===== config.mk =====
export PLATFORM = sky130hd
export DESIGN_NAME = programmable_io_cell
export DESIGN_NICKNAME = d
export VERILOG_FILES = /design/src/include/io_cell_pkg.sv /design/src/design/io_cell_axil_regs.sv /design/src/design/programmable_io_cell.sv
export SDC_FILE = /design/constraint.sdc
export NUM_CORES = 1
export LEC_CHECK = 0
export BUFFER_PORTS_ARGS = -buffer_cell sky130_fd_sc_hd__buf_2
export CAP_MARGIN = 40
export CORE_AREA = 2 2 152 95
export DETAILED_ROUTE_END_ITERATION = 7
export DIE_AREA = 0 0 154 97
export PLACE_DENSITY_LB_ADDON = 0.05
export SYNTH_ARGS = -nofsm -noshare
export SYNTH_HDL_FRONTEND = slang
export SYNTH_SLANG_ARGS = --single-unit

===== constraint.sdc =====
create_clock -name ref_clk_in -period 8.9 [get_ports ref_clk_in]
set_input_delay 1.78 -clock ref_clk_in [delete_from_list [all_inputs] [get_ports ref_clk_in]]
set_output_delay 1.78 -clock ref_clk_in [all_outputs]
set_load 0.01 [all_outputs]

===== src/include/io_cell_pkg.sv =====
// Purpose: shared constants and types for the programmable i/o cell
// Assumes: 16-pin routing pool split into four quarter-sized pin sets
// Notes: register offsets are byte addresses on an axi4-lite bus
package io_cell_pkg;
  localparam int POOL_PINS = 16;
  localparam int QUARTER = 4;
  localparam int PICK_W = 2;
  localparam int ADDR_W = 8;
  // quarter of the pool that serves each control function
  localparam int SET_OE = 0;
  localparam int SET_CLK = 1;
  localparam int SET_SEL_ONE = 2;
  localparam int SET_SEL_TWO = 3;
  localparam logic [ADDR_W-1:0] ADDR_CTRL = 8'h00;
  localparam logic [ADDR_W-1:0] ADDR_ROUTE = 8'h04;
  localparam logic [ADDR_W-1:0] ADDR_STATUS = 8'h08;
  localparam logic [31:0] CTRL_RESET = 32'h0000_0000;
  localparam logic [31:0] ROUTE_RESET = 32'h0000_0000;
  localparam logic [1:0] RESP_OKAY = 2'h0;
  localparam logic [1:0] RESP_SLVERR = 2'h2;
  // control word fields
  localparam int CTRL_MODE_LSB = 0;
  localparam int CTRL_INPUT_PATH = 2;
  localparam int CTRL_OUT_INV = 3;
  localparam int CTRL_CONST_EN = 4;
  localparam int CTRL_CONST_VAL = 5;
  localparam int CTRL_OE_INV = 6;
  localparam int CTRL_CLK_INV = 7;
  localparam int CTRL_GATE_INV = 8;
  localparam int CTRL_SLO_INV = 9;
  localparam int CTRL_SHI_INV = 10;
  localparam int CTRL_CLK_DED = 11;
  localparam int CTRL_GATE_GLB = 12;
  localparam int CTRL_SLO_SET = 13;
  localparam int CTRL_SHI_SET = 14;
  localparam int CTRL_USED = 15;
  // routing word fields
  localparam int ROUTE_DATA_LSB = 0;
  localparam int ROUTE_NBR_LSB = 8;
  localparam int ROUTE_OE_LSB = 12;
  localparam int ROUTE_CLK_LSB = 14;
  localparam int ROUTE_GATE_LSB = 16;
  localparam int ROUTE_SLO_LSB = 18;
  localparam int ROUTE_SHI_LSB = 20;
  localparam int ROUTE_USED = 22;

  typedef enum logic [1:0] {
    STORE_BYPASS,
    STORE_LATCH,
    STORE_REG
  } store_mode_t;

  typedef struct packed {
    logic [31:0] ctrl;
    logic [31:0] route;
  } cfg_t;

  typedef struct packed {
    logic clk_active;
    logic gate_on;
    logic [1:0] sel_code;
    logic pin_oe;
    logic pin_val;
    logic stored;
    logic mux_val;
  } status_t;
endpackage


===== src/design/io_cell_axil_regs.sv =====
// Purpose: axi4-lite slave holding the cell configuration words
// Assumes: one write and one read in flight at most
// Notes: unmapped addresses answer slverr, reads of them return zero
`timescale 1ns/1ps
`default_nettype none
module io_cell_axil_regs (
  input wire logic ref_clk_in, // system clock
  input wire logic reset_n_in, // async reset, active low
  input wire logic [io_cell_pkg::ADDR_W-1:0] s_axi_awaddr_in, // write address
  input wire logic s_axi_awvalid_in, // write address valid
  output logic s_axi_awready_out, // write address ready
  input wire logic [31:0] s_axi_wdata_in, // write data
  input wire logic [3:0] s_axi_wstrb_in, // write byte strobes
  input wire logic s_axi_wvalid_in, // write data valid
  output logic s_axi_wready_out, // write data ready
  output logic [1:0] s_axi_bresp_out, // write response
  output logic s_axi_bvalid_out, // write response valid
  input wire logic s_axi_bready_in, // write response ready
  input wire logic [io_cell_pkg::ADDR_W-1:0] s_axi_araddr_in, // read address
  input wire logic s_axi_arvalid_in, // read address valid
  output logic s_axi_arready_out, // read address ready
  output logic [31:0] s_axi_rdata_out, // read data
  output logic [1:0] s_axi_rresp_out, // read response
  output logic s_axi_rvalid_out, // read data valid
  input wire logic s_axi_rready_in, // read data ready
  input wire io_cell_pkg::status_t status_in, // live cell state
  output io_cell_pkg::cfg_t cfg_out // configuration words
);
  logic aw_held;
  logic w_held;
  logic [io_cell_pkg::ADDR_W-1:0] aw_addr;
  logic [31:0] w_data;
  logic [3:0] w_strb;
  logic do_write;

  function automatic logic [31:0] merge(input logic [31:0] old, input logic [31:0] nw,
                                        input logic [3:0] strb);
    logic [31:0] res;
    res = old;
    for (int b = 0; b < 4; b++) begin
      if (strb[b]) begin
        res[8*b +: 8] = nw[8*b +: 8];
      end
    end
    return res;
  endfunction

  assign s_axi_awready_out = !aw_held && !s_axi_bvalid_out;
  assign s_axi_wready_out = !w_held && !s_axi_bvalid_out;
  assign s_axi_arready_out = !s_axi_rvalid_out;
  assign do_write = aw_held && w_held && !s_axi_bvalid_out;

  ////////////////////////////////////////////////////////////////////////////////
  always_ff @(posedge ref_clk_in or negedge reset_n_in) begin
    if (!reset_n_in) begin
      aw_held <= 1'b0;
      aw_addr <= 8'h00;
    end else if (s_axi_awvalid_in && s_axi_awready_out) begin
      aw_held <= 1'b1;
      aw_addr <= s_axi_awaddr_in;
    end else if (do_write) begin
      aw_held <= 1'b0;
    end
  end

  always_ff @(posedge ref_clk_in or negedge reset_n_in) begin
    if (!reset_n_in) begin
      w_held <= 1'b0;
      w_data <= 32'h0000_0000;
      w_strb <= 4'h0;
    end else if (s_axi_wvalid_in && s_axi_wready_out) begin
      w_held <= 1'b1;
      w_data <= s_axi_wdata_in;
      w_strb <= s_axi_wstrb_in;
    end else if (do_write) begin
      w_held <= 1'b0;
    end
  end

  always_ff @(posedge ref_clk_in or negedge reset_n_in) begin
    if (!reset_n_in) begin
      cfg_out.ctrl <= io_cell_pkg::CTRL_RESET;
      cfg_out.route <= io_cell_pkg::ROUTE_RESET;
      s_axi_bvalid_out <= 1'b0;
      s_axi_bresp_out <= io_cell_pkg::RESP_OKAY;
    end else if (do_write) begin
      s_axi_bvalid_out <= 1'b1;
      s_axi_bresp_out <= io_cell_pkg::RESP_OKAY;
      if (aw_addr == io_cell_pkg::ADDR_CTRL) begin
        cfg_out.ctrl <= merge(cfg_out.ctrl, w_data, w_strb)
                        & ((32'h1 << io_cell_pkg::CTRL_USED) - 32'h1);
      end else if (aw_addr == io_cell_pkg::ADDR_ROUTE) begin
        cfg_out.route <= merge(cfg_out.route, w_data, w_strb)
                         & ((32'h1 << io_cell_pkg::ROUTE_USED) - 32'h1);
      end else begin
        s_axi_bresp_out <= io_cell_pkg::RESP_SLVERR;
      end
    end else if (s_axi_bvalid_out && s_axi_bready_in) begin
      s_axi_bvalid_out <= 1'b0;
    end
  end

  always_ff @(posedge ref_clk_in or negedge reset_n_in) begin
    if (!reset_n_in) begin
      s_axi_rvalid_out <= 1'b0;
      s_axi_rdata_out <= 32'h0000_0000;
      s_axi_rresp_out <= io_cell_pkg::RESP_OKAY;
    end else if (s_axi_arvalid_in && s_axi_arready_out) begin
      s_axi_rvalid_out <= 1'b1;
      s_axi_rresp_out <= io_cell_pkg::RESP_OKAY;
      unique case (s_axi_araddr_in)
        io_cell_pkg::ADDR_CTRL: s_axi_rdata_out <= cfg_out.ctrl;
        io_cell_pkg::ADDR_ROUTE: s_axi_rdata_out <= cfg_out.route;
        io_cell_pkg::ADDR_STATUS: s_axi_rdata_out <= {24'h000000, status_in};
        default: begin
          s_axi_rdata_out <= 32'h0000_0000;
          s_axi_rresp_out <= io_cell_pkg::RESP_SLVERR;
        end
      endcase
    end else if (s_axi_rvalid_out && s_axi_rready_in) begin
      s_axi_rvalid_out <= 1'b0;
    end
  end
endmodule // io_cell_axil_regs
`default_nettype wire


===== src/design/programmable_io_cell.sv =====
// Purpose: one programmable i/o cell: 4:1 select, storage element, pin drive
// Assumes: all pins and pool signals synchronous to ref_clk_in
// Notes: the storage clock is a sampled pin level, edges seen synchronously
`timescale 1ns/1ps
`default_nettype none
module programmable_io_cell (
  input wire logic ref_clk_in, // 10 mhz system clock
  input wire logic reset_n_in, // async reset, active low
  input wire logic power_stable_in, // high once supplies are settled
  input wire logic [io_cell_pkg::POOL_PINS-1:0] routing_pool_in, // pool of pin inputs
  input wire logic [3:0] dedicated_clock_in, // dedicated clocks, also global gates
  input wire logic [3:0] neighbour_select_in, // cells n-2, n-1, n+1, n+2
  input wire logic pin_in, // this cell's pin input level
  output logic pin_out, // this cell's pin output level
  output logic pin_oe_out, // pin output enable, high drives
  output logic neighbour_select_out, // this cell's select result to neighbours
  output logic pool_drive_out, // what this cell feeds into the pool
  input wire logic [io_cell_pkg::ADDR_W-1:0] s_axi_awaddr_in, // write address
  input wire logic s_axi_awvalid_in, // write address valid
  output logic s_axi_awready_out, // write address ready
  input wire logic [31:0] s_axi_wdata_in, // write data
  input wire logic [3:0] s_axi_wstrb_in, // write byte strobes
  input wire logic s_axi_wvalid_in, // write data valid
  output logic s_axi_wready_out, // write data ready
  output logic [1:0] s_axi_bresp_out, // write response
  output logic s_axi_bvalid_out, // write response valid
  input wire logic s_axi_bready_in, // write response ready
  input wire logic [io_cell_pkg::ADDR_W-1:0] s_axi_araddr_in, // read address
  input wire logic s_axi_arvalid_in, // read address valid
  output logic s_axi_arready_out, // read address ready
  output logic [31:0] s_axi_rdata_out, // read data
  output logic [1:0] s_axi_rresp_out, // read response
  output logic s_axi_rvalid_out, // read data valid
  input wire logic s_axi_rready_in // read data ready
);
  io_cell_pkg::cfg_t cfg;
  io_cell_pkg::status_t status;
  io_cell_pkg::store_mode_t store_mode;
  logic [3:0] data_src;
  logic [1:0] sel_code;
  logic sel_low;
  logic sel_high;
  logic mux_val;
  logic clk_raw;
  logic clk_active;
  logic clk_prev;
  logic clk_edge;
  logic gate_raw;
  logic gate_on;
  logic store_d;
  logic stored;
  logic store_q;
  logic path_val;
  logic final_val;
  logic oe_raw;
  logic oe_sel;
  logic input_path;

  // one pin of a quarter-sized set, picked by a two-bit index
  function automatic logic pick(input logic [io_cell_pkg::POOL_PINS-1:0] pool,
                                input int quarter, input logic [1:0] idx);
    return pool[quarter * io_cell_pkg::QUARTER + int'(idx)];
  endfunction

  // gray-ordered select: code 00,01,11,10 -> input 0,1,2,3
  function automatic logic gray_pick(input logic [3:0] src, input logic [1:0] code);
    logic res;
    res = 1'b0;
    unique case (code)
      2'b00: res = src[0];
      2'b01: res = src[1];
      2'b11: res = src[2];
      2'b10: res = src[3];
    endcase
    return res;
  endfunction

  io_cell_axil_regs u_regs (
    .ref_clk_in(ref_clk_in),
    .reset_n_in(reset_n_in),
    .s_axi_awaddr_in(s_axi_awaddr_in),
    .s_axi_awvalid_in(s_axi_awvalid_in),
    .s_axi_awready_out(s_axi_awready_out),
    .s_axi_wdata_in(s_axi_wdata_in),
    .s_axi_wstrb_in(s_axi_wstrb_in),
    .s_axi_wvalid_in(s_axi_wvalid_in),
    .s_axi_wready_out(s_axi_wready_out),
    .s_axi_bresp_out(s_axi_bresp_out),
    .s_axi_bvalid_out(s_axi_bvalid_out),
    .s_axi_bready_in(s_axi_bready_in),
    .s_axi_araddr_in(s_axi_araddr_in),
    .s_axi_arvalid_in(s_axi_arvalid_in),
    .s_axi_arready_out(s_axi_arready_out),
    .s_axi_rdata_out(s_axi_rdata_out),
    .s_axi_rresp_out(s_axi_rresp_out),
    .s_axi_rvalid_out(s_axi_rvalid_out),
    .s_axi_rready_in(s_axi_rready_in),
    .status_in(status),
    .cfg_out(cfg)
  );

  ////////////////////////////////////////////////////////////////////////////////
  // data inputs: pool quarter k, or neighbour k when enabled
  generate
    for (genvar k = 0; k < 4; k++) begin : g_data
      logic direct;
      assign direct = pick(routing_pool_in, k,
                           cfg.route[io_cell_pkg::ROUTE_DATA_LSB + 2*k +: 2]);
      assign data_src[k] = cfg.route[io_cell_pkg::ROUTE_NBR_LSB + k]
                           ? neighbour_select_in[k] : direct;
    end
  endgenerate

  // select lines from set one or two, each with its own polarity
  always_comb begin
    logic lo_one;
    logic lo_two;
    logic hi_one;
    logic hi_two;
    lo_one = pick(routing_pool_in, io_cell_pkg::SET_SEL_ONE,
                  cfg.route[io_cell_pkg::ROUTE_SLO_LSB +: 2]);
    lo_two = pick(routing_pool_in, io_cell_pkg::SET_SEL_TWO,
                  cfg.route[io_cell_pkg::ROUTE_SLO_LSB +: 2]);
    hi_one = pick(routing_pool_in, io_cell_pkg::SET_SEL_ONE,
                  cfg.route[io_cell_pkg::ROUTE_SHI_LSB +: 2]);
    hi_two = pick(routing_pool_in, io_cell_pkg::SET_SEL_TWO,
                  cfg.route[io_cell_pkg::ROUTE_SHI_LSB +: 2]);
    sel_low = (cfg.ctrl[io_cell_pkg::CTRL_SLO_SET] ? lo_two : lo_one)
              ^ cfg.ctrl[io_cell_pkg::CTRL_SLO_INV];
    sel_high = (cfg.ctrl[io_cell_pkg::CTRL_SHI_SET] ? hi_two : hi_one)
               ^ cfg.ctrl[io_cell_pkg::CTRL_SHI_INV];
  end

  assign sel_code = {sel_high, sel_low};
  assign mux_val = gray_pick(data_src, sel_code);
  assign neighbour_select_out = mux_val;

  ////////////////////////////////////////////////////////////////////////////////
  // storage clock and gate, each from the shared clock pin set or the dedicated clock pins
  assign clk_raw = cfg.ctrl[io_cell_pkg::CTRL_CLK_DED]
                   ? dedicated_clock_in[cfg.route[io_cell_pkg::ROUTE_CLK_LSB +: 2]]
                   : pick(routing_pool_in, io_cell_pkg::SET_CLK,
                          cfg.route[io_cell_pkg::ROUTE_CLK_LSB +: 2]);
  assign clk_active = clk_raw ^ cfg.ctrl[io_cell_pkg::CTRL_CLK_INV];
  // dedicated clock pins serve as the global gate inputs too
  assign gate_raw = cfg.ctrl[io_cell_pkg::CTRL_GATE_GLB]
                    ? dedicated_clock_in[cfg.route[io_cell_pkg::ROUTE_GATE_LSB +: 2]]
                    : pick(routing_pool_in, io_cell_pkg::SET_CLK,
                           cfg.route[io_cell_pkg::ROUTE_GATE_LSB +: 2]);
  assign gate_on = gate_raw ^ cfg.ctrl[io_cell_pkg::CTRL_GATE_INV];

  always_ff @(posedge ref_clk_in or negedge reset_n_in) begin
    if (!reset_n_in) begin
      clk_prev <= 1'b0;
    end else begin
      clk_prev <= clk_active;
    end
  end

  assign clk_edge = clk_active && !clk_prev;

  ////////////////////////////////////////////////////////////////////////////////
  // storage element: latch, register or bypass
  assign input_path = cfg.ctrl[io_cell_pkg::CTRL_INPUT_PATH];
  assign store_mode = io_cell_pkg::store_mode_t'(cfg.ctrl[io_cell_pkg::CTRL_MODE_LSB +: 2]);
  assign store_d = input_path ? pin_in : mux_val;

  always_ff @(posedge ref_clk_in or negedge reset_n_in) begin
    if (!reset_n_in) begin
      stored <= 1'b0;
    end else begin
      unique case (store_mode)
        io_cell_pkg::STORE_LATCH: begin
          if (clk_active) begin
            stored <= store_d;
          end
        end
        io_cell_pkg::STORE_REG: begin
          if (clk_edge && gate_on) begin
            stored <= store_d;
          end
        end
        default: stored <= stored;
      endcase
    end
  end

  // latch is transparent while open; register shows its stored value, bypass passes store_d straight through
  always_comb begin
    unique case (store_mode)
      io_cell_pkg::STORE_LATCH: store_q = clk_active ? store_d : stored;
      io_cell_pkg::STORE_REG: store_q = stored;
      default: store_q = store_d;
    endcase
  end

  ////////////////////////////////////////////////////////////////////////////////
  // output and pool drive
  assign path_val = input_path ? mux_val : store_q;
  assign pool_drive_out = input_path ? store_q : pin_in;
  assign final_val = path_val ^ cfg.ctrl[io_cell_pkg::CTRL_OUT_INV];
  assign pin_out = cfg.ctrl[io_cell_pkg::CTRL_CONST_EN]
                   ? cfg.ctrl[io_cell_pkg::CTRL_CONST_VAL] : final_val;

  assign oe_raw = pick(routing_pool_in, io_cell_pkg::SET_OE,
                       cfg.route[io_cell_pkg::ROUTE_OE_LSB +: 2]);
  assign oe_sel = oe_raw ^ cfg.ctrl[io_cell_pkg::CTRL_OE_INV];
  assign pin_oe_out = reset_n_in && power_stable_in && oe_sel;

  always_comb begin
    status.clk_active = clk_active;
    status.gate_on = gate_on;
    status.sel_code = sel_code;
    status.pin_oe = pin_oe_out;
    status.pin_val = pin_out;
    status.stored = stored;
    status.mux_val = mux_val;
  end

  ////////////////////////////////////////////////////////////////////////////////
  // checks
  a_gray_code_one: assert property (@(posedge ref_clk_in) disable iff (!reset_n_in)
      (sel_code == 2'b01) |-> (mux_val == data_src[1]))
    else $error("select 01 did not pick input 1");
  a_gray_code_three: assert property (@(posedge ref_clk_in) disable iff (!reset_n_in)
      (sel_code == 2'b10) |-> (mux_val == data_src[3]))
    else $error("select 10 did not pick input 3");
  a_gray_code_two: assert property (@(posedge ref_clk_in) disable iff (!reset_n_in)
      (sel_code == 2'b11) |-> (mux_val == data_src[2]))
    else $error("select 11 did not pick input 2");
  a_neighbour_replaces: assert property (@(posedge ref_clk_in) disable iff (!reset_n_in)
      cfg.route[io_cell_pkg::ROUTE_NBR_LSB] |-> (data_src[0] == neighbour_select_in[0]))
    else $error("neighbour input did not replace pool source");
  a_gate_holds_reg: assert property (@(posedge ref_clk_in) disable iff (!reset_n_in)
      (store_mode == io_cell_pkg::STORE_REG && !gate_on) ##1
      (store_mode == io_cell_pkg::STORE_REG) |-> (stored == $past(stored)))
    else $error("register changed with gate off");
  a_reg_captures: assert property (@(posedge ref_clk_in) disable iff (!reset_n_in)
      (store_mode == io_cell_pkg::STORE_REG && clk_edge && gate_on) |=>
      (stored == $past(store_d)))
    else $error("register missed its clock edge");
  a_reg_no_edge: assert property (@(posedge ref_clk_in) disable iff (!reset_n_in)
      (store_mode == io_cell_pkg::STORE_REG && !clk_edge) ##1
      (store_mode == io_cell_pkg::STORE_REG) |-> $stable(stored))
    else $error("register changed without a clock edge");
  a_latch_passes: assert property (@(posedge ref_clk_in) disable iff (!reset_n_in)
      (store_mode == io_cell_pkg::STORE_LATCH && clk_active) |=>
      (stored == $past(store_d)))
    else $error("open latch not transparent");
  a_latch_holds: assert property (@(posedge ref_clk_in) disable iff (!reset_n_in)
      (store_mode == io_cell_pkg::STORE_LATCH && !clk_active) ##1
      (store_mode == io_cell_pkg::STORE_LATCH && !clk_active) |-> $stable(store_q))
    else $error("closed latch changed");
  a_bypass_output: assert property (@(posedge ref_clk_in) disable iff (!reset_n_in)
      (store_mode == io_cell_pkg::STORE_BYPASS && !input_path &&
       !cfg.ctrl[io_cell_pkg::CTRL_CONST_EN]) |->
      (pin_out == (mux_val ^ cfg.ctrl[io_cell_pkg::CTRL_OUT_INV])))
    else $error("combinational output wrong");
  a_input_to_pool: assert property (@(posedge ref_clk_in) disable iff (!reset_n_in)
      (input_path && store_mode == io_cell_pkg::STORE_REG) |->
      (pool_drive_out == stored))
    else $error("input placement not feeding pool");
  a_constant_level: assert property (@(posedge ref_clk_in) disable iff (!reset_n_in)
      cfg.ctrl[io_cell_pkg::CTRL_CONST_EN] |->
      (pin_out == cfg.ctrl[io_cell_pkg::CTRL_CONST_VAL]))
    else $error("constant output level wrong");
  a_power_off_oe: assert property (@(posedge ref_clk_in) disable iff (!reset_n_in)
      !power_stable_in |-> !pin_oe_out)
    else $error("driver enabled while power unstable");
  a_oe_follows_pin: assert property (@(posedge ref_clk_in) disable iff (!reset_n_in)
      power_stable_in |-> (pin_oe_out == (oe_raw ^ cfg.ctrl[io_cell_pkg::CTRL_OE_INV])))
    else $error("output enable not following its pin");
endmodule // programmable_io_cell
`default_nettype wire


**After elaboration in Yosys (flattened, before gate mapping)**

Cells that the tools add are included.

- Add/subtract/negate cells: 9
- Magnitude comparators: 13
- Equal/unequal tests: 9
- Multiplexer cells: 63
- Bitwise gates (word level): 7
- Reductions and logical operators: 33

Operator list:

| cell | count |
|---|---|
| case mux 22 bit (3 select lines) | 1 |
| two-way mux 1 bit | 43 |
| binary-select mux 1 bit (select 4 bit) | 9 |
| adder 4 x 2 -> 5 bit, first input constant | 6 |
| less-than comparator 5 bit, second input constant | 6 |
| == test 8 x 3 -> 1 bit, second input constant | 2 |
| logical NOT 8 bit | 2 |
| less-than comparator 4 x 5 -> 1 bit, second input constant | 3 |
| logical AND 1 bit | 13 |
| adder 3 x 2 -> 4 bit, first input constant | 3 |
| AND reduction 4 bit | 3 |
| less-than comparator 2 x 5 -> 1 bit, second input constant | 2 |
| nonzero test 2 bit | 5 |
| binary-select mux 1 bit (select 2 bit) | 4 |
| == test 8 x 4 -> 1 bit, second input constant | 1 |
| == test 2 bit, second input constant | 3 |
| less-than comparator 2 x 3 -> 1 bit, second input constant | 2 |
| two-way mux 2 bit | 3 |
| AND reduction 3 bit | 2 |
| XOR 1 bit | 6 |
| logical NOT 1 bit | 5 |
| == test 2 x 1 -> 1 bit, second input constant | 2 |
| case mux 1 bit (2 select lines) | 2 |
| case mux 1 bit (4 select lines) | 1 |
| other kinds (5) | 5 |

- Flip-flop bits (word level): 112
- Bits of input ports: 85

**Logic depth before layout (Yosys ltp)**

Gate-level depths: netlist of run 1.

- Depth in word-level cells: 15
- Gate-level depth with buffers: 8
- Depth with buffers taken out: 8

**By module**

Synthesis of run 1 repeated with hierarchy kept, for this count alone.

- Cells, all modules: 395
- Area total of the unflattened synthesis: 5236.3 sq um

By module, submodules not included:

| module | times used | cells an instance | area an instance (sq um) | sequential area each (sq um) |
|---|---|---|---|---|
| io_cell_axil_regs | 1 | 312 | 4362.9 | 2452.4 |
| programmable_io_cell | 1 | 83 | 873.3 | 50.0 |

**Least setup slack after synthesis of run 1**

Ideal clock, no wire load.

- Kind: input-to-output
- From: input routing_pool_in[11] in the netlist's numbering
- To: output pin_out
- Data arrival time: 3.688 ns
- Setup slack: 3.432 ns
- Stages: 7
- Path buffers: 0
- Path through: mux4_1 > mux2i_1 > xnor2_1 > mux4_2 > o32ai_2 > xnor2_1 > o21ai_0

- Word-level cells in the longest chain between the ends: 13

Ends and longest elaborated chain:

| what | line | text |
|---|---|---|
| from (decl) | programmable_io_cell.sv:10 | `input wire logic [io_cell_pkg::POOL_PINS-1:0] routing_pool_in,` |
| binary-select mux 1 bit (select 4 bit) | programmable_io_cell.sv:62 | `return pool[quarter * io_cell_pkg::QUARTER + int'(idx)];` |
| two-way mux 1 bit (not written as such) (2 in a row) | programmable_io_cell.sv:62 |  |
| two-way mux 1 bit (on tied branches) | programmable_io_cell.sv:128, programmable_io_cell.sv:130 |  |
| XOR 1 bit (on tied branches) | programmable_io_cell.sv:129, programmable_io_cell.sv:131 |  |
| == test 2 bit (tied with other cells) | programmable_io_cell.sv:69 | `unique case (code)` |
| case mux 1 bit (4 select lines) | programmable_io_cell.sv:69 |  |
| two-way mux 1 bit | programmable_io_cell.sv:166 | `assign store_d = input_path ? pin_in : mux_val;` |
| two-way mux 1 bit | -- |  |
| case mux 1 bit (2 select lines) | programmable_io_cell.sv:190 | `unique case (store_mode)` |
| two-way mux 1 bit (*) | programmable_io_cell.sv:199 | `assign path_val = input_path ? mux_val : store_q;` |
| XOR 1 bit (*) | programmable_io_cell.sv:201 | `assign final_val = path_val ^ cfg.ctrl[io_cell_pkg::CTRL_OUT_INV];` |
| two-way mux 1 bit (*) | programmable_io_cell.sv:203 | `? cfg.ctrl[io_cell_pkg::CTRL_CONST_VAL] : final_val;` |
| to (decl) | programmable_io_cell.sv:14 | `output logic pin_out,` |

Mark *: on every way between the ends. The rest lies on a longest branch, timed or not. The select of a mux whose other input is x is not followed.

**Worst setup path after layout of run 1**

Ends and elaborated chain as after synthesis.

==> metrics, run 1 <==
outcome complete, no violations; Syn. warnings 0; Post-Synth XOR/XNOR Area 1.33%; hold path cells 2; met3 wire len 634 um; min-delay src u_regs.s_axi_rdata_out[3]; fin crit share 66.7%; CORE AREA 13400 um2; fin nets 552; hold slack final between 0.4 and 0.5 ns; Initial Util roughly 34%; clock root buffer clkbuf_16; GR Overflow Total 0; ratio of cells with drive above 1 in the final layout 45.3%; sink of the worst hold path u_regs.s_axi_rdata_out[3]; Die Wd approximately 150 um; detailed placement HPWL 8.94 mm; # diodes 0; Die H slightly below 100 um; WL/cell roughly 18 um; compound-cell area share of the yosys netlist 6.65%; Final Max Slew Viols 0; CTS Buffer Depth 2; post-route total power 0.00144 W; RSZ-0062 raised after global routing false; Reg2Reg Setup Slack 6.28 ns; drt initial violations 199; Max FO, Critical Path 4; Startpoint Class input pin; f_max 168 MHz; gpl congestion 0.779; post-CTS sizing 0; Util after Layout 42.2%; CTS tree done; CP Data Required Time 7.12 ns; clock power share 27.9%; vias per cell 4.87; Post-Syn Instances 352; kind of critical path in2out; largest net degree at the start of global routing between 50 and 60; most frequent cells in the layout buf_2, dfrtp_1, mux2_2; DRC viols 0; reg2reg start u_regs.cfg_out[20]; Setup TNS Final 0 ns; Pwr Density between 200 and 300 nW/um2; mux contribution to synthesized area 28.1%; number of flops mapped to enable cells by yosys 0; max layer used met4; Setup violations, final 0; NetSw between 0.0004 and 0.0005 W; Distinct cells, synth 37; critical path arrival 4.16 ns; Worst-Skew Late Latency 0.35 ns; largest family of logic cells by synthesized area multiplexers; clk sinks 100; commonest non-fill, non-tap cell in the layout buf_2; I/O pin count 130; syn_area_per_cell between 10 and 15 um2; Non-Filler Instances roughly 650; simple-gate portion of the synthesized area 5.76%; # placed instances roughly 630; path category of the worst min-delay check reg2reg; post-CTS setup buffer count 0; number of global-route vias before repair 3220; Fillers 1302; Worst VDD drop 0.000109 V; Post-synth ARST share 100%; top_reg_cell synth dfrtp_1; Post-Syn Area roughly 4600 um2; Register-to-Register Path Depth 7; register share of total power 47.4%; r2r endpoint u_regs.s_axi_rdata_out[0]; Vias around 3100; area grow syn2layout 22.5%; first drt pass iteration count 4; Seq cells post-synth 100; Sw Ratio 30.9%; first-pass GRT wire length 18.3 mm; initial antenna violation count 0; drt total wl 11.5 mm; Synth Area in Adders less than 1%; Worst-path clk slew 0.07 ns; DIE AREA between 10000 and 15000 um2; CTS Buf Count 9; H-Tree Depth 3; routed wl met2 4.55 mm; Final Hold Vio Count 0; placement row count 33; Total Routing Usage GR 16.3%; Layout Skew just under 0.008 ns; Setup crit end kind output port; LEAKAGE between 2 and 3 nW; max_cap viols 0; post-route ant nets 0; Int Pwr slightly below 0.001 W; Post-Route M1 WL 6.24 mm; logic gate share of total power 24.7%; hold_buf cts 0; IO Port Bufs 106; final critical-path required period 5.94 ns; post-synthesis sequential area ratio 54.1%
-- per-layer routing --
| layer | up-vias | GRT usage, % |
|---|---|---|
| met5 | - | 0 |
| met4 | 0 | 3.45 |
| met3 | 11 | 4.48 |
| met2 | 80 | 22.4 |
| met1 | 1568 | 25.5 |
| li1 | 1482 | - |
-- critical path, cell delays in order --
cell and delay [ns]:
buf_2 0.11, mux4_1 0.50, mux2i_1 0.20, xnor2_1 0.20
mux4_2 0.62, o32ai_2 0.14, xnor2_1 0.12, o21ai_0 0.29
buf_2 0.20
-- kinds of logic after synthesis --
family | after synthesis
buffers and inverters | 30
multiplexers | 103
AO/OA/AOI/OAI | 49
flip-flops | 100
AND/OR/NAND/NOR | 60
other | 1
XOR/XNOR | 7
adder cells (fa/ha/maj) | 2
-- registers in the layout (all words and copies together), names as in the netlist, 3 cells and up --
signal / flops
u_regs.cfg_out: 37
u_regs.s_axi_rdata_out: 22
u_regs.aw_addr: 8
u_regs.w_strb: 3
u_regs.w_data: 22
-- final cells by class --
cell class	count	area [um2]	share of cell area, %
Multi-Input combinational cell	233	2010	35.5
Clock inverter	6	71.3	1.26
Clock buffer	10	229	4.04
Inverter	10	37.5	0.662
Sequential cell	100	2500	44.2
Timing Repair Buffer	111	596	10.5
Tap cell	175	219	3.86
-- power groups by stage --
stage	clock [W]	sequential, W	combinational (W)
floorplan	0	0.000647	0.000263
global route	0.000433	0.000704	0.000395
CTS	0.000413	0.000684	0.000359
detailed placement	0	0.000693	0.000358
finish	0.000401	0.000682	0.000355
global placement	0	0.000689	0.000348
-- worst max path at each step --
stage	start	to	slack [ns]	cells past startpoint
floorplan	routing_pool_in[11]	pin_out	3.43	7
global placement	routing_pool_in[11]	pin_out	3.02	9
detailed placement	routing_pool_in[11]	pin_out	2.97	9
CTS	routing_pool_in[11]	pin_out	2.95	9
global route	routing_pool_in[11]	pin_out	2.78	9
finish	routing_pool_in[11]	pin_out	2.96	9
-- synth_stat cells, drive strengths merged, types with 3 or more instances --
cell | instances | area share, %
dfrtp | 100 | 54
mux2 | 70 | 17
nand2 | 26 | 2.1
o21ai | 20 | 2.2
mux2i | 19 | 4.1
nor2 | 17 | 1.4
a21oi | 14 | 1.5
mux4 | 14 | 7.0
buf | 13 | 2.0
inv | 10 | 0.81
a22o | 7 | 1.4
clkbuf | 7 | 0.57
xor2 | 4 | 0.76
and3 | 3 | 0.41
xnor2 | 3 | 0.57
-- stage by stage --
stage | setup slack [ns] | cell area, um2
CTS | 2.95 | 5670
finish | 2.96 | 5670
floorplan | 3.43 | 4670
global route | 2.78 | 5670
global placement | 3.02 | 5320
detailed placement | 2.97 | 5370
No activity file was read; power rests on OpenSTA's default activity.
==> run 2, diff against run 1 <==
clock period = 5.9 ns   (was 8.9 ns; I/O delays follow)
==> run 2 against run 1 <==
- sequential cell count is the same
- total power grew 50%
- register-to-register slack lost 3.0 ns
- critical path type unchanged
==> metrics, run 2 (synthesis gave the netlist of run 1 again) <==
Total Routing Usage GR 16.3%; Setup crit end kind output port; Worst-Skew Late Latency 0.35 ns; WL/cell 17.9 um; post-CTS setup buffer count 0; slowest CP cell mux4_2; RSZ-0062 raised after global routing false; Non-Filler Instances 643; DRC viols 0; register name with the most flops u_regs.cfg_out; Vias 3156; CTS Buffer Depth 2; fin nets 552; CTS tree done; initial antenna violation count 0; Final Hold Vio Count 0; crit-path max cell delay slightly above 0.6 ns; # placed instances 629; Pwr Density around 380 nW/um2; Max FO, Critical Path 4; crit-path cells buf_2, mux4_1, mux2i_1, xnor2_1, mux4_2, o32ai_2, xnor2_1, o21ai_0, buf_2; biggest regs u_regs.cfg_out x37, u_regs.s_axi_rdata_out x22, u_regs.w_data x22; ratio of cells with drive above 1 in the final layout 45.3%; vias per cell 4.91; max_cap viols 0; IO Port Bufs between 100 and 150; Setup TNS Final 0 ns; post-CTS sizing 0; largest net degree at the start of global routing 50; drt initial violations about 120; CP Data Required Time 4.72 ns; gpl congestion 0.819; Die Wd ~150 um; CORE AREA 13400 um2; post-route ant nets 0; Crit path max-delay family multiplexers; first drt pass iteration count 4; hold slack final 0.473 ns; hold_buf cts 0; Final Max Slew Viols 0; clk sinks 100; placement row count 33; final critical-path required period between 4 and 5 ns; fin crit share 80.8%; LEAKAGE roughly 2.7 nW; Post-Place Worst Slack ~1.2 ns; detailed placement HPWL around 9 mm; Startpoint Class input pin; # diodes 0; Worst VDD drop 0.000169 V; commonest non-fill, non-tap cell in the layout buf_2; critical path arrival between 3 and 4 ns; I/O pin count 130; Die H 97 um; most frequent cells in the layout buf_2, dfrtp_1, mux2_2; GR Overflow Total 0; number of global-route vias before repair 3201; area grow syn2layout 22.2%; H-Tree Depth 3; first-pass GRT wire length between 15 and 20 mm; f_max 210 MHz; DIE AREA 14900 um2; kind of critical path in2out; drt total wl about 12 mm; clock root buffer clkbuf_16; outcome complete, no violations; worst setup margin 1.13 ns; number of flip-flops in the largest register 37; path category of the worst min-delay check reg2reg; Util after Layout 42.1%; Setup violations, final 0; WP buf/inv 2; CTS Buf Count 9; Layout Skew 0.0102 ns; Initial Util between 30% and 40%; Worst-path clk slew 0.06 ns
## run 2: cell types whose count changed in the layout (fill, tap and decap cells not counted)
cell,before,now
clkinvlp_4,1,0
clkbuf_1,1,0
inv_6,1,2
inv_8,1,0
## run 2: worst reg2reg max path: cells and delay by family (launching register included)
kind / cells / cell delay [ns]
AOI/OAI and AO/OA: 2 / 0.37
xor gates and xnor gates: 2 / 0.33
DFF: 1 / 0.44
muxes: 3 / 1.40
## run 2: cell type report
type | instances | area [um2]
fill | 1301 | 7770
inverter | 10 | 37.5
clock buffer | 9 | 225
timing repair buffer | 111 | 596
tap | 175 | 219
multi-input combinational | 233 | 2010
sequential | 100 | 2500
clock inverter | 5 | 61.3
## run 2: final timing paths
check                                     startpoint                        end  slack (ns)  depth (start not counted)
max in group asynchronous                 reset_n_in         u_regs.cfg_out[37]        4.13                          3
min in group asynchronous                 reset_n_in          u_regs.aw_addr[6]        0.77                          1
setup reg to reg                  u_regs.cfg_out[20]  u_regs.s_axi_rdata_out[2]        3.28                          7
setup / recovery                 routing_pool_in[11]                    pin_out        1.13                          9
hold reg to reg            u_regs.s_axi_rdata_out[5]  u_regs.s_axi_rdata_out[5]        0.47                          2
hold / removal             u_regs.s_axi_rdata_out[5]  u_regs.s_axi_rdata_out[5]        0.47                          2
## run 2: report_power, final
group / internal [W] / switching (W) / leakage [nW]
logic: 0.000298 / 0.000240 / 1.28
registers: 0.000867 / 0.000164 / 1.30
clock network: 0.000327 / 0.000257 / 0.142
## run 2: metrics by stage
| step | power, W | area (um2) |
|---|---|---|
| 6_report | 0.00215 | 5650 |
| 5_1_grt | 0.00228 | 5650 |
| 3_5_place_dp | 0.00159 | 5370 |
| 4_1_cts | 0.00218 | 5650 |
| 2_1_floorplan | 0.00137 | 4670 |
| 3_3_place_gp | 0.00157 | 5320 |
## run 2: layer usage
layer | global-route usage (%) | part of all wire (%)
met1 | 25.5 | 53
met2 | 22.0 | 40
met3 | 4.75 | 6.1
met4 | 3.67 | 0.94
met5 | 0 | 0
